[src/hdl/boot_config_pkg.sv]
// Overview of operation
// - Code 11 boots application flash; only it executes; loader hidden; app protected.
// - Code 01 boots loader; only loader executes; app hidden; app writable.
// - Code 10 boots application; both execute; loader at 0x0010_0000..0x0010_0fff.
// - Code 00 boots loader; first app page mirrors loader page; loader high too.
// - Boot mode and executable map change only on reboot.
// - Mixed modes allow remap of any executable page onto vector page anytime.
// - Active remap address is readable as status after a remap.
// - Fixed-size bit set gives 4 KB data flash at 0x0001_f000.
// - Fixed-size clear and disable set gives no data flash, all application.
// - Both clear: data flash from base field to flash end.
// - Disable bit honoured only while fixed-size bit is zero.
// - Post-reset clock field copied to clock selector after every reset.
// - Watchdog enabled at power-on when bit 31 is zero.
// - Crystal filter follows bit 28.
// - Lock bit zero blocks external reads except id and words; ISP sees all.
// - Both words loaded from flash at power-on and used as settings.
package boot_config_pkg;

  localparam logic [31:0] cfg0_addr        = 32'h0030_0000;
  localparam logic [31:0] cfg1_addr        = 32'h0030_0004;
  localparam logic [31:0] cfg_reset_value  = 32'hffff_ffff;
  localparam logic [31:0] loader_base      = 32'h0010_0000;
  localparam logic [31:0] loader_last      = 32'h0010_0fff;
  localparam logic [31:0] vector_page_last = 32'h0000_01ff;
  localparam logic [31:0] fixed_df_base    = 32'h0001_f000;
  localparam logic [31:0] flash_end_large  = 32'h0001_1000;
  localparam logic [31:0] flash_end_small  = 32'h0000_9000;
  localparam logic [31:0] locked_read_data = 32'hffff_ffff;
  localparam logic [31:0] page_mask        = 32'hffff_fe00;

  // Field positions in word zero, except df_base_msb, which is in word one
  localparam int wdt_en_pos     = 31;
  localparam int wdt_pd_pos     = 30;
  localparam int xtal_filt_pos  = 28;
  localparam int clk_src_lsb    = 24;
  localparam int boot_sel_lsb   = 6;
  localparam int fixed_df_pos   = 2;
  localparam int lock_pos       = 1;
  localparam int df_dis_pos     = 0;
  localparam int df_base_msb    = 19;

  localparam logic [1:0] boot_app_only    = 2'h3;
  localparam logic [1:0] boot_ldr_only    = 2'h1;
  localparam logic [1:0] boot_app_mixed   = 2'h2;
  localparam logic [1:0] boot_ldr_mixed   = 2'h0;
  localparam logic [2:0] clk_src_crystal  = 3'h0;
  localparam logic [2:0] clk_src_internal = 3'h7;

  typedef enum logic [1:0] {
    ld_idle,
    ld_word0,
    ld_word1,
    ld_done
  } load_state_t;

  // Settings handed to the rest of the chip
  typedef struct packed {
    logic        boot_from_loader;
    logic        app_exec;
    logic        loader_exec;
    logic        loader_high_map;
    logic        app_write_protect;
    logic        mixed_mode;
    logic        df_present;
    logic [31:0] df_base;
    logic [31:0] app_limit;
    logic [2:0]  clk_src;
    logic        clk_src_valid;
    logic        wdt_enable;
    logic        wdt_pd_clk_gated;
    logic        xtal_filter;
    logic        locked;
  } boot_settings_t;

  // Flash read request from the loader
  typedef struct packed {
    logic        valid;
    logic [31:0] addr;
  } flash_req_t;

endpackage : boot_config_pkg

[src/hdl/config_decoder.sv]
`timescale 1ns/1ps
// Turns the two latched words into settings
module config_decoder (
  input  wire logic [31:0]                   word0,     // Latched word zero
  input  wire logic [31:0]                   word1,     // Latched word one
  input  wire logic                          large_dev, // 68 KB part when high
  output boot_config_pkg::boot_settings_t    settings   // Decoded settings
);

  logic [1:0]  bsel;
  logic        fixed_df;
  logic [31:0] fend;

  assign bsel     = word0[boot_config_pkg::boot_sel_lsb +: 2];
  assign fixed_df = word0[boot_config_pkg::fixed_df_pos];
  assign fend     = large_dev ? boot_config_pkg::flash_end_large
                              : boot_config_pkg::flash_end_small;

  // Mode decode and sizing
  always_comb begin
    settings = '0;
    settings.boot_from_loader = ~bsel[1];
    settings.mixed_mode       = ~bsel[0];
    case (bsel)
      boot_config_pkg::boot_app_only: begin
        settings.app_exec          = 1'b1;
        settings.app_write_protect = 1'b1;
      end
      boot_config_pkg::boot_ldr_only: begin
        settings.loader_exec = 1'b1;
      end
      boot_config_pkg::boot_app_mixed: begin
        settings.app_exec        = 1'b1;
        settings.loader_exec     = 1'b1;
        settings.loader_high_map = 1'b1;
      end
      default: begin
        settings.app_exec        = 1'b1;
        settings.loader_exec     = 1'b1;
        settings.loader_high_map = 1'b1;
      end
    endcase
    if (fixed_df) begin
      settings.df_present = 1'b1;
      settings.df_base    = boot_config_pkg::fixed_df_base;
      // Fixed 4 KB comes off the code area on both part sizes
      settings.app_limit  = fend - 32'h0000_1000;
    end else if (word0[boot_config_pkg::df_dis_pos]) begin
      settings.df_present = 1'b0;
      settings.df_base    = fend;
      settings.app_limit  = fend;
    end else begin
      settings.df_present = 1'b1;
      // Low nine bits forced clear; trust no misprogrammed word
      settings.df_base    = {12'h000,
        word1[boot_config_pkg::df_base_msb:9], 9'h000};
      settings.app_limit  = settings.df_base;
    end
    settings.clk_src = word0[boot_config_pkg::clk_src_lsb +: 3];
    settings.clk_src_valid =
      (settings.clk_src == boot_config_pkg::clk_src_crystal) ||
      (settings.clk_src == boot_config_pkg::clk_src_internal);
    settings.wdt_enable = ~word0[boot_config_pkg::wdt_en_pos];
    // Gating choice only matters when watchdog is on
    settings.wdt_pd_clk_gated = settings.wdt_enable &
      word0[boot_config_pkg::wdt_pd_pos];
    settings.xtal_filter = word0[boot_config_pkg::xtal_filt_pos];
    settings.locked = ~word0[boot_config_pkg::lock_pos];
  end

endmodule : config_decoder

[src/hdl/fetch_map.sv]
`timescale 1ns/1ps
// Executable-range check and vector page translation
module fetch_map (
  input  wire logic [31:0]                   fetch_addr, // CPU address
  input  wire boot_config_pkg::boot_settings_t settings, // Decoded settings
  input  wire logic [31:0]                   remap_addr, // Vector target
  output logic [31:0]                        phys_addr,  // Translated address
  output logic                               fetch_ok    // Address executable
);

  logic in_vec;
  logic in_ldr;
  logic in_app;
  logic in_ldr_low;

  assign in_vec = fetch_addr <= boot_config_pkg::vector_page_last;
  // Loader-only boot sees the whole loader from address zero
  assign in_ldr_low = fetch_addr <= (boot_config_pkg::loader_last -
                                     boot_config_pkg::loader_base);
  assign in_ldr = (fetch_addr >= boot_config_pkg::loader_base) &&
                  (fetch_addr <= boot_config_pkg::loader_last);
  assign in_app = fetch_addr < settings.app_limit;

  // Vector page redirect, then range check
  always_comb begin
    phys_addr = fetch_addr;
    fetch_ok  = 1'b0;
    if (settings.mixed_mode && in_vec) begin
      phys_addr = remap_addr | {23'h000000, fetch_addr[8:0]};
      fetch_ok  = 1'b1;
    end else if (!settings.mixed_mode && settings.loader_exec &&
                 in_ldr_low) begin
      phys_addr = boot_config_pkg::loader_base | fetch_addr;
      fetch_ok  = 1'b1;
    end else if (in_ldr) begin
      fetch_ok  = settings.loader_high_map;
    end else if (in_app) begin
      fetch_ok  = settings.app_exec;
    end
  end

endmodule : fetch_map

[src/hdl/boot_config_loader.sv]
`timescale 1ns/1ps
// Loads the user words after power-on and serves the map
module boot_config_loader (
  input  wire logic        clk,             // 20 MHz system clock
  input  wire logic        reset_n,         // Async reset, active low
  input  wire logic        por_n,           // Power-on reset flag, low at POR
  input  wire logic        large_dev,       // Size strap, 68 KB when high
  output logic             rd_req,          // Flash read strobe
  output logic [31:0]      rd_addr,         // Flash read address
  input  wire logic        rd_ack,          // Flash read data valid
  input  wire logic [31:0] rd_data,         // Flash read data
  output logic             load_done,       // Words loaded, settings valid
  input  wire logic        remap_cmd,       // Vector page remap strobe
  input  wire logic [31:0] isp_addr,        // Isp address register value
  output logic [31:0]      remap_status,    // Active remap address
  input  wire logic [31:0] fetch_addr,      // CPU fetch address
  output logic [31:0]      phys_addr,       // Translated fetch address
  output logic             fetch_ok,        // Fetch executable
  input  wire logic        ext_rd,          // External read is from debug
  input  wire logic [31:0] ext_addr,        // External read address
  input  wire logic [31:0] flash_data,      // Raw flash data
  input  wire logic        is_id_addr,      // Address is device identifier
  output logic [31:0]      ext_data,        // Data after lock filtering
  output logic [31:0]      cfg0_value,      // Latched word zero
  output logic [31:0]      cfg1_value,      // Latched word one
  output boot_config_pkg::boot_settings_t settings // Decoded settings
);

  boot_config_pkg::load_state_t st_reg, st_next;
  logic [31:0] w0_reg, w0_next;
  logic [31:0] w1_reg, w1_next;
  logic [31:0] rmp_reg, rmp_next;
  logic [31:0] xd_reg, xd_next;
  logic        por_seen_reg, por_seen_next;
  boot_config_pkg::boot_settings_t dec;

  config_decoder u_dec (
    .word0     (w0_reg),
    .word1     (w1_reg),
    .large_dev (large_dev),
    .settings  (dec)
  );

  fetch_map u_map (
    .fetch_addr (fetch_addr),
    .settings   (dec),
    .remap_addr (rmp_reg),
    .phys_addr  (phys_addr),
    .fetch_ok   (fetch_ok)
  );

  // Sequence: read word zero, then word one, then hold
  always_comb begin
    st_next       = st_reg;
    w0_next       = w0_reg;
    w1_next       = w1_reg;
    por_seen_next = por_seen_reg;
    rd_req        = 1'b0;
    rd_addr       = boot_config_pkg::cfg0_addr;
    case (st_reg)
      boot_config_pkg::ld_idle: begin
        por_seen_next = ~por_n;
        st_next       = boot_config_pkg::ld_word0;
      end
      boot_config_pkg::ld_word0: begin
        rd_req = 1'b1;
        if (rd_ack) begin
          w0_next = rd_data;
          st_next = boot_config_pkg::ld_word1;
        end
      end
      boot_config_pkg::ld_word1: begin
        rd_req  = 1'b1;
        rd_addr = boot_config_pkg::cfg1_addr;
        if (rd_ack) begin
          w1_next = rd_data;
          st_next = boot_config_pkg::ld_done;
        end
      end
      default: begin
        // Words stay frozen: later flash edits wait for reboot
        st_next = boot_config_pkg::ld_done;
      end
    endcase
  end

  // Vector page remap, only in mixed modes
  always_comb begin
    rmp_next = rmp_reg;
    if (st_reg == boot_config_pkg::ld_word1 && rd_ack) begin
      // Default vector source: loader first page or app first page
      rmp_next = dec.boot_from_loader ? boot_config_pkg::loader_base
                                      : 32'h0000_0000;
    end else if (load_done && remap_cmd && dec.mixed_mode) begin
      rmp_next = isp_addr & boot_config_pkg::page_mask;
    end
  end

  // Lock filter on external reads
  always_comb begin
    xd_next = flash_data;
    if (ext_rd && dec.locked && !is_id_addr &&
        ext_addr != boot_config_pkg::cfg0_addr &&
        ext_addr != boot_config_pkg::cfg1_addr) begin
      xd_next = boot_config_pkg::locked_read_data;
    end
  end

  // State registers
  always_ff @(posedge clk or negedge reset_n) begin
    if (!reset_n) begin
      st_reg       <= boot_config_pkg::ld_idle;
      w0_reg       <= boot_config_pkg::cfg_reset_value;
      w1_reg       <= boot_config_pkg::cfg_reset_value;
      rmp_reg      <= 32'h0000_0000;
      xd_reg       <= 32'h0000_0000;
      por_seen_reg <= 1'b0;
    end else begin
      st_reg       <= st_next;
      w0_reg       <= w0_next;
      w1_reg       <= w1_next;
      rmp_reg      <= rmp_next;
      xd_reg       <= xd_next;
      por_seen_reg <= por_seen_next;
    end
  end

  assign load_done    = (st_reg == boot_config_pkg::ld_done);
  assign remap_status = rmp_reg;
  assign ext_data     = xd_reg;
  assign cfg0_value   = w0_reg;
  assign cfg1_value   = w1_reg;

  // Watchdog power-on enable only counts after a power-on reset
  always_comb begin
    settings = dec;
    settings.wdt_enable = dec.wdt_enable & por_seen_reg;
    settings.wdt_pd_clk_gated = dec.wdt_pd_clk_gated & por_seen_reg;
  end

endmodule : boot_config_loader

[config.mk]
export PLATFORM = sky130hd
export DESIGN_NAME = boot_config_loader
export DESIGN_NICKNAME = d
export VERILOG_FILES = /design/src/hdl/boot_config_pkg.sv /design/src/hdl/config_decoder.sv /design/src/hdl/fetch_map.sv /design/src/hdl/boot_config_loader.sv
export SDC_FILE = /design/constraint.sdc
export NUM_CORES = 1
export LEC_CHECK = 0
export BUFFER_PORTS_ARGS = -buffer_cell sky130_fd_sc_hd__buf_2
export CAP_MARGIN = 40
export CORE_AREA = 2 2 174 176
export CTS_CLUSTER_SIZE = 40
export DETAILED_ROUTE_END_ITERATION = 8
export DIE_AREA = 0 0 176 178
export PLACE_DENSITY_LB_ADDON = 0.15
export SETUP_SLACK_MARGIN = 0.4
export SLEW_MARGIN = 20
export SYNTH_ARGS = -nofsm -noshare
export SYNTH_HDL_FRONTEND = slang
export SYNTH_SLANG_ARGS = --single-unit
export TNS_END_PERCENT = 20
[constraint.sdc]
create_clock -name clk -period 2.4 [get_ports clk]
set_input_delay 0.36 -clock clk [delete_from_list [all_inputs] [get_ports clk]]
set_output_delay 0.36 -clock clk [all_outputs]
set_load 0.05 [all_outputs]
==> metrics.md, run 1 <==
| Metric | Value |
|---|---|
| Multi-input logic area | 0.002671 mm^2 |
| GPL Wtd Cong | 0.7431 |
| CTS tree | built |
| Synth top area share | 27.49% |
| Status | finished, violations left |
| Diode count | 0 |
| Crit path depth | 10 |
| Main synth FF type | dfstp_2 |
| Num Clock Sinks | 122 |
| Avg Vias per Cell | 3.871 |
| Port Buffer Count | 331 |
| DRC Markers | 0 |
| Period utilization | 115.9% |
| Syn avg cell area | 9.850 um^2 |
| Synth async-reset ratio | 100.0% |
| Post-DP HPWL | 16.86 mm |
| Post-synth EDFFs | 0 |
| Vias | 5334 |
| Core Rows | 63 |
| Io pins | 442 |
| Drt first pass iters | 4 |
| PwrDens | 625.9 mW/mm^2 |
| Clock root cell | clkbuf_16 |
| CP Max Fanout | 6 |
| Final core occ | 32.32% |
| Worst hold path cell count | 2 |
| Clock buffer depth | 2 |
| Setup WS post-layout | -0.3818 ns |
| Post-synth top cells | nand2_1, buf_4, dfstp_2, dfrtp_1, nand2b_1 |
| DRT antenna net count | 0 |
| Final setup fails | 1 |
| HP Class | in2reg |
| Area leader, netlist | dfstp_2 |
| CP max stage delay | 0.39 ns |
| Vias in the first global route | 5466 |
| Avg WL per Cell | 16.32 um |
| Worst reg-to-reg path cell count | 6 |
| Fin crit period | 2.782 ns |
| Area Overhead vs Synth | 55.33% |
| Layout Skew | 0.01455 ns |
| Layout cell share with drive strength beyond 1 | 56.78% |
| CP top delay family | simple AND/OR/NAND/NOR gates |
| Flops & latches, synth | 122 |
| Num CTS Buffers | 17 |
| Sequential fraction of the synthesis area | 51.22% |
| Hold Violations, Final | 0 |
| MaxCap Viol Count | 0 |
| Tightest Pin Transition | 0.5201 ns |
| Worst-path cell chain | nor2_4, buf_8, buf_6, nand2_4, ha_4, nand3_2, a211oi_2, o311ai_2, and3_4, buf_8 |
| Slowest cell on the critical path | dfstp_2 |
| Cells after synthesis | 621 |
| Fill count | 3177 |
| Final slew viol count | 0 |
| Failing checks | negative setup slack |
| Chip Height | 178 um |
| Crit path launch type | flop |
| Hold Slack | 0.1152 ns |
| H-tree depth | 4 |
| Antenna violations before repair | 3 |
| Req. time, crit path | 2.04 ns |
| Largest net degree at the start of global routing | 44 |
| Final nets | 1157 |
| Initial core utilization | 20.81% |
| DIE AREA | 0.03133 mm^2 |
| Most frequent cell after synthesis | nand2_1 |
| First-pass GRT wire length | 33.09 mm |
| Die width | 176 um |
| Highest clock rate | 359.5 MHz |
| Clock latency on the worst-skew pair | 0.43 ns |
| Critical Path AT | 2.42 ns |
| Total wire length | 22.49 mm |
| Crit path buffers/inverters | 3 |
| Crit end category | output pin |
| Grt ovf | 0 |
| Leak | 4.979 nW |
| DRT iter0 DRCs | 112 |
| Global Route Usage Sum | 14.20% |
| Top cells by area, synth | dfstp_2, dfrtp_1, buf_4 |
| Placeable Area | 0.02940 mm^2 |
| Register area | 0.003133 mm^2 |
| Worst-path clk slew | 0.09 ns |
| Final Power | 5.947 mW |
| Worst setup path class | reg2out |
| RSZ-0062 raised after global routing | true |
| Crit path top cell by count | buf_8 |
| Rel. slew slack | 65.33% |
| Count of different cell masters after synthesis | 35 |
| Cell area after synthesis | 0.006117 mm^2 |
| Peak supply drop | 0.0003119 V |
| Yosys Warn Count | 0 |
[stage by stage]
step	area, um^2	cells	setup WS [ns]	setup TNS [ns]
5_1_grt	9502	1378	-0.4703	-0.4703
3_5_place_dp	8040	1329	-0.5685	-5.382
4_1_cts	9380	1376	-0.4330	-0.4330
3_3_place_gp	8025	1328	-0.5274	-5.698
6_report	9502	1378	-0.3818	-0.3818
2_1_floorplan	6431	701	-0.2307	-0.2307
[timing repair]
action	4_1_cts	5_1_grt
pin swaps	33	30
endpoints found under the hold margin	18	0
endpoints found under the setup margin	42	46
hold buffers	1	0
gates cloned	2	0
resized for setup	157	32
buffers inserted	12	2
[report_power, final]
part / internal (mW) / switching [mW]
registers: 2.13 / 0.0403
clock network: 1.41 / 1.25
logic: 0.269 / 0.841
total: 3.81 / 2.13
[worst paths after layout]
kind | start | endpoint | slack (ns)
min reg2reg | cfg1_value[30]$_DFFE_PN1P_ | cfg1_value[30]$_DFFE_PN1P_ | 0.46
max in group asynchronous | reset_n | remap_status[22]$_DFFE_PN0P_ | 1.31
max reg2reg | st_reg[0]$_DFFE_PN0P_ | cfg1_value[17]$_DFFE_PN1P_ | 0.67
min in group asynchronous | reset_n | ext_data[5]$_DFF_PN0_ | 0.39
max | cfg0_value[2]$_DFFE_PN1P_ | fetch_ok | -0.38
min | por_n | por_seen_reg$_DFFE_PN0N_ | 0.12
[cell families after synthesis]
group	Yosys count	share of synthesized area [%]
AND/OR/NAND/NOR	238	17.43
buffers and inverters	146	15.38
flip-flops	122	51.22
AO/OA/AOI/OAI	65	6.770
multiplexers	34	6.218
adder cells (fa/ha/maj)	14	2.864
other	2	0.1228
[area by class of cell]
class,count,area share (%)
clock inverter,15,1.844
tap,390,5.136
multi-input combinational,433,28.11
sequential,122,32.97
clock buffer,17,4.477
timing repair buffer,380,26.57
inverter,21,0.8823
[layer usage]
layer,GRT usage [%],up-vias,routed length (um)
met5,0,-,27
met4,3.237,4,203
met3,4.795,18,1741
met2,25.26,243,11500
met1,16.52,2524,9018
li1,-,2545,-
[cells in the final DEF (no fill, tap or decap), types with 3 or more instances in the layout]
cell / instances
conb_1: 82
ha_4: 8
inv_2: 5
buf_2: 281
a21o_1: 25
a21oi_2: 5
nand2_4: 4
nand3_1: 3
nand2_2: 6
inv_6: 4
dfrtp_1: 58
buf_8: 12
inv_1: 14
a21oi_1: 24
nor2_1: 6
nor4_1: 7
buf_6: 48
nand2_1: 149
ha_1: 6
nand4_1: 4
clkbuf_16: 17
inv_8: 6
buf_12: 5
clkinv_8: 4
dfstp_2: 64
nand2b_1: 34
mux2_2: 32
buf_4: 31
Note: power is estimated with default switching activity, not from simulation.
==> run 2: changes to the inputs <==
--- a/config.mk
+++ b/config.mk
@@ -5,12 +5,13 @@
 export SDC_FILE = /design/constraint.sdc
 export NUM_CORES = 1
 export LEC_CHECK = 0
+export ABC_AREA = 1
 export BUFFER_PORTS_ARGS = -buffer_cell sky130_fd_sc_hd__buf_2
 export CAP_MARGIN = 40
-export CORE_AREA = 2 2 174 176
+export CORE_AREA = 2 2 172 174
 export CTS_CLUSTER_SIZE = 40
 export DETAILED_ROUTE_END_ITERATION = 8
-export DIE_AREA = 0 0 176 178
+export DIE_AREA = 0 0 174 176
 export PLACE_DENSITY_LB_ADDON = 0.15
 export SETUP_SLACK_MARGIN = 0.4
 export SLEW_MARGIN = 20
==> run 2 against run 1 <==
Net effect: the flow still finishes with violations (negative setup slack); non-clock buffer count decreased by 22; hold slack improved by 0.013 ns; utilization increased by 1.4 points; total power increased by 80%.
==> metrics.md, run 2 <==
| Metric | Value |
|---|---|
| Rel. slew slack | 66.15% |
| Worst setup path class | reg2out |
| Peak supply drop | 0.0004413 V |
| Critical Path AT | 2.29 ns |
| Slowest cell on the critical path | dfstp_4 |
| Highest clock rate | 377.9 MHz |
| Req. time, crit path | 2.04 ns |
| Power share of the sequential group | 27.7% |
| Register area | 0.003148 mm^2 |
| Vias | 5595 |
| Crit path top cell by count | nand2_1 |
| PwrDens | 1108 mW/mm^2 |
| Most frequent cells in the layout | buf_2, nand2_1, inv_1 |
| Synth async-reset ratio | 100.0% |
| Fin crit period | 2.646 ns |
| Diode count | 0 |
| H-tree depth | 4 |
| Clock buffer depth | 2 |
| Failing checks | negative setup slack |
| Drt first pass iters | 5 |
| Total wire length | 21.18 mm |
| Combinational power share | 45.6% |
| Hold Slack | 0.1280 ns |
| CTS tree | built |
| GPL Wtd Cong | 0.7456 |
| Clock latency on the worst-skew pair | 0.41 ns |
| Top cells by area, synth | dfstp_2, dfrtp_1, buf_4 |
| Count of different cell masters after synthesis | 25 |
| Final Power | 10.68 mW |
| Post-DP HPWL | 16.14 mm |
| Flops & latches, synth | 122 |
| Clock Power Share | 26.7% |
| Most frequent cell after synthesis | nand2_1 |
| Post-route cell area | 0.009635 mm^2 |
| MaxCap Viol Count | 0 |
| Yosys Warn Count | 0 |
| Cell area after synthesis | 0.006355 mm^2 |
| Switching Fraction | 46.89% |
| CP max stage delay | 0.64 ns |
| Crit end category | output pin |
| Leak | 5.071 nW |
| Crit path buffers/inverters | 2 |
| Final slew viol count | 0 |
| Period utilization | 110.3% |
| Main synth FF type | dfstp_2 |
| Worst-path clk slew | 0.06 ns |
| HP Class | in2reg |
| Final setup fails | 1 |
| Most common cell after layout, fill and taps aside | buf_2 |
| Post-synth top cells | nand2_1, inv_1, buf_4, o21ai_0, dfstp_2 |
| Sequential fraction of the synthesis area | 49.30% |
| Multi-input logic area | 0.002525 mm^2 |
| Initial core utilization | 22.26% |
| First-pass GRT wire length | 31.99 mm |
| Port Buffer Count | 331 |
| Global Route Usage Sum | 13.54% |
| Worst-path cell chain | nor2_4, nor2_4, a21oi_2, ha_1, buf_4, nand2_1, o21a_1, nand2_1, nand2_1, nand2_2, nand2_4, buf_8 |
| Dpl cell area | 0.008225 mm^2 |
| CP Max Fanout | 5 |
| Chip Height | 176 um |
| Clock root cell | clkbuf_16 |
| Status | finished, violations left |
| Setup WS post-layout | -0.2462 ns |
| Io pins | 442 |
| Syn avg cell area | 8.634 um^2 |
| Area Overhead vs Synth | 51.62% |
| Placeable Area | 0.02855 mm^2 |
| Placed cells | 1420 |
| RSZ-0062 raised after global routing | true |
| Hold Violations, Final | 0 |
| Layout Skew | 0.01159 ns |
| Core Rows | 62 |
| Fill count | 3122 |
| Final nets | 1248 |
| Num CTS Buffers | 17 |
| Avg WL per Cell | 14.48 um |
| DRT iter0 DRCs | 159 |
| Area leader, netlist | dfstp_2 |
| Psw | 5.008 mW |
| Largest net degree at the start of global routing | 51 |
| DRC Markers | 0 |
| Final core occ | 33.75% |
| DIE AREA | 0.03062 mm^2 |
| Vias in the first global route | 5543 |
| Tightest Pin Transition | 0.5078 ns |
| Avg Vias per Cell | 3.824 |
| Crit path launch type | flop |
| Grt ovf | 0 |
| CP top delay family | flip-flops |
| Cells after synthesis | 736 |
| Antenna violations before repair | 0 |
| Synth top area share | 26.46% |
| Post-synth EDFFs | 0 |
| Non-filler cells, final | 1463 |
| Layout cell share with drive strength beyond 1 | 47.73% |
| Die width | 174 um |
| Internal | 5.672 mW |
| DRT antenna net count | 0 |
| Num Clock Sinks | 122 |
run 2: cell types whose count changed in the layout (fill, tap and decap cells not counted), sizes merged, moves of 20 or more:
cell	change
a21o	-25
a21oi	-20
buf	-24
inv	+93
mux2	-32
nand2	-23
nand2b	-34
nand3	+22
nor2	+39
o21ai	+96
run 2: power groups by stage:
stage | Combinational [mW] | Clock [mW] | Sequential, mW
floorplan | 2.00 | 0 | 4.57
global placement | 4.47 | 0 | 3.01
detailed placement | 4.50 | 0 | 3.01
CTS | 4.74 | 2.96 | 2.96
global route | 5.15 | 3.05 | 3.03
finish | 4.87 | 2.85 | 2.96
run 2: timing repair:
action,CTS,global route
setup endpoints to repair,39,47
gates resized for setup,109,55
pin swaps,22,25
hold buffers,1,0
cloned,2,1
hold endpoints to repair,7,0
setup buffers,4,3
run 2: through the flow:
step | worst slack [ns] | setup TNS, ns
final | -0.2462 | -0.2462
after global routing | -0.4078 | -0.4264
after CTS | -0.2729 | -0.2729
after detailed placement | 0.01929 | 0
after global placement | 0.01992 | 0
after floorplan | -0.03215 | -0.03215
run 2: per-layer routing:
layer	global-route usage (%)	vias to the layer above	part of all wire (%)	wire, um
met3	4.242	5	6.6	1394
met5	0	-	0	0
met4	2.276	0	0.53	112
li1	-	2757	-	-
met2	23.77	218	51	10700
met1	16.52	2615	42	8976
run 2: kinds of logic after synthesis:
group / Yosys count / share of synthesized area [%]
AND/OR/NAND/NOR: 219 / 14.18
other: 2 / 0.1182
flip-flops: 122 / 49.30
adder cells (fa/ha/maj): 14 / 2.756
buffers and inverters: 249 / 21.34
AO/OA/AOI/OAI: 130 / 12.31
run 2: final timing paths:
kind	slack (ns)	to	cells after the start	from
min	0.13	por_seen_reg$_DFFE_PN0N_	2	por_n
min in group asynchronous	0.47	remap_status[17]$_DFFE_PN0P_	2	reset_n
max reg2reg	0.67	remap_status[18]$_DFFE_PN0P_	7	st_reg[0]$_DFFE_PN0P_
max in group asynchronous	1.25	cfg0_value[1]$_DFFE_PN1P_	3	reset_n
max	-0.25	fetch_ok	12	cfg0_value[0]$_DFFE_PN1P_
min reg2reg	0.49	cfg1_value[20]$_DFFE_PN1P_	2	cfg1_value[20]$_DFFE_PN1P_
run 2: area by class of cell:
class | count | share of cell area [%]
clock buffers | 23 | 5.519
well taps | 384 | 4.986
repair buffers | 358 | 24.46
inverters | 122 | 4.908
clock inverters | 9 | 1.247
multi-input cells | 445 | 26.20
flip-flops and latches | 122 | 32.67
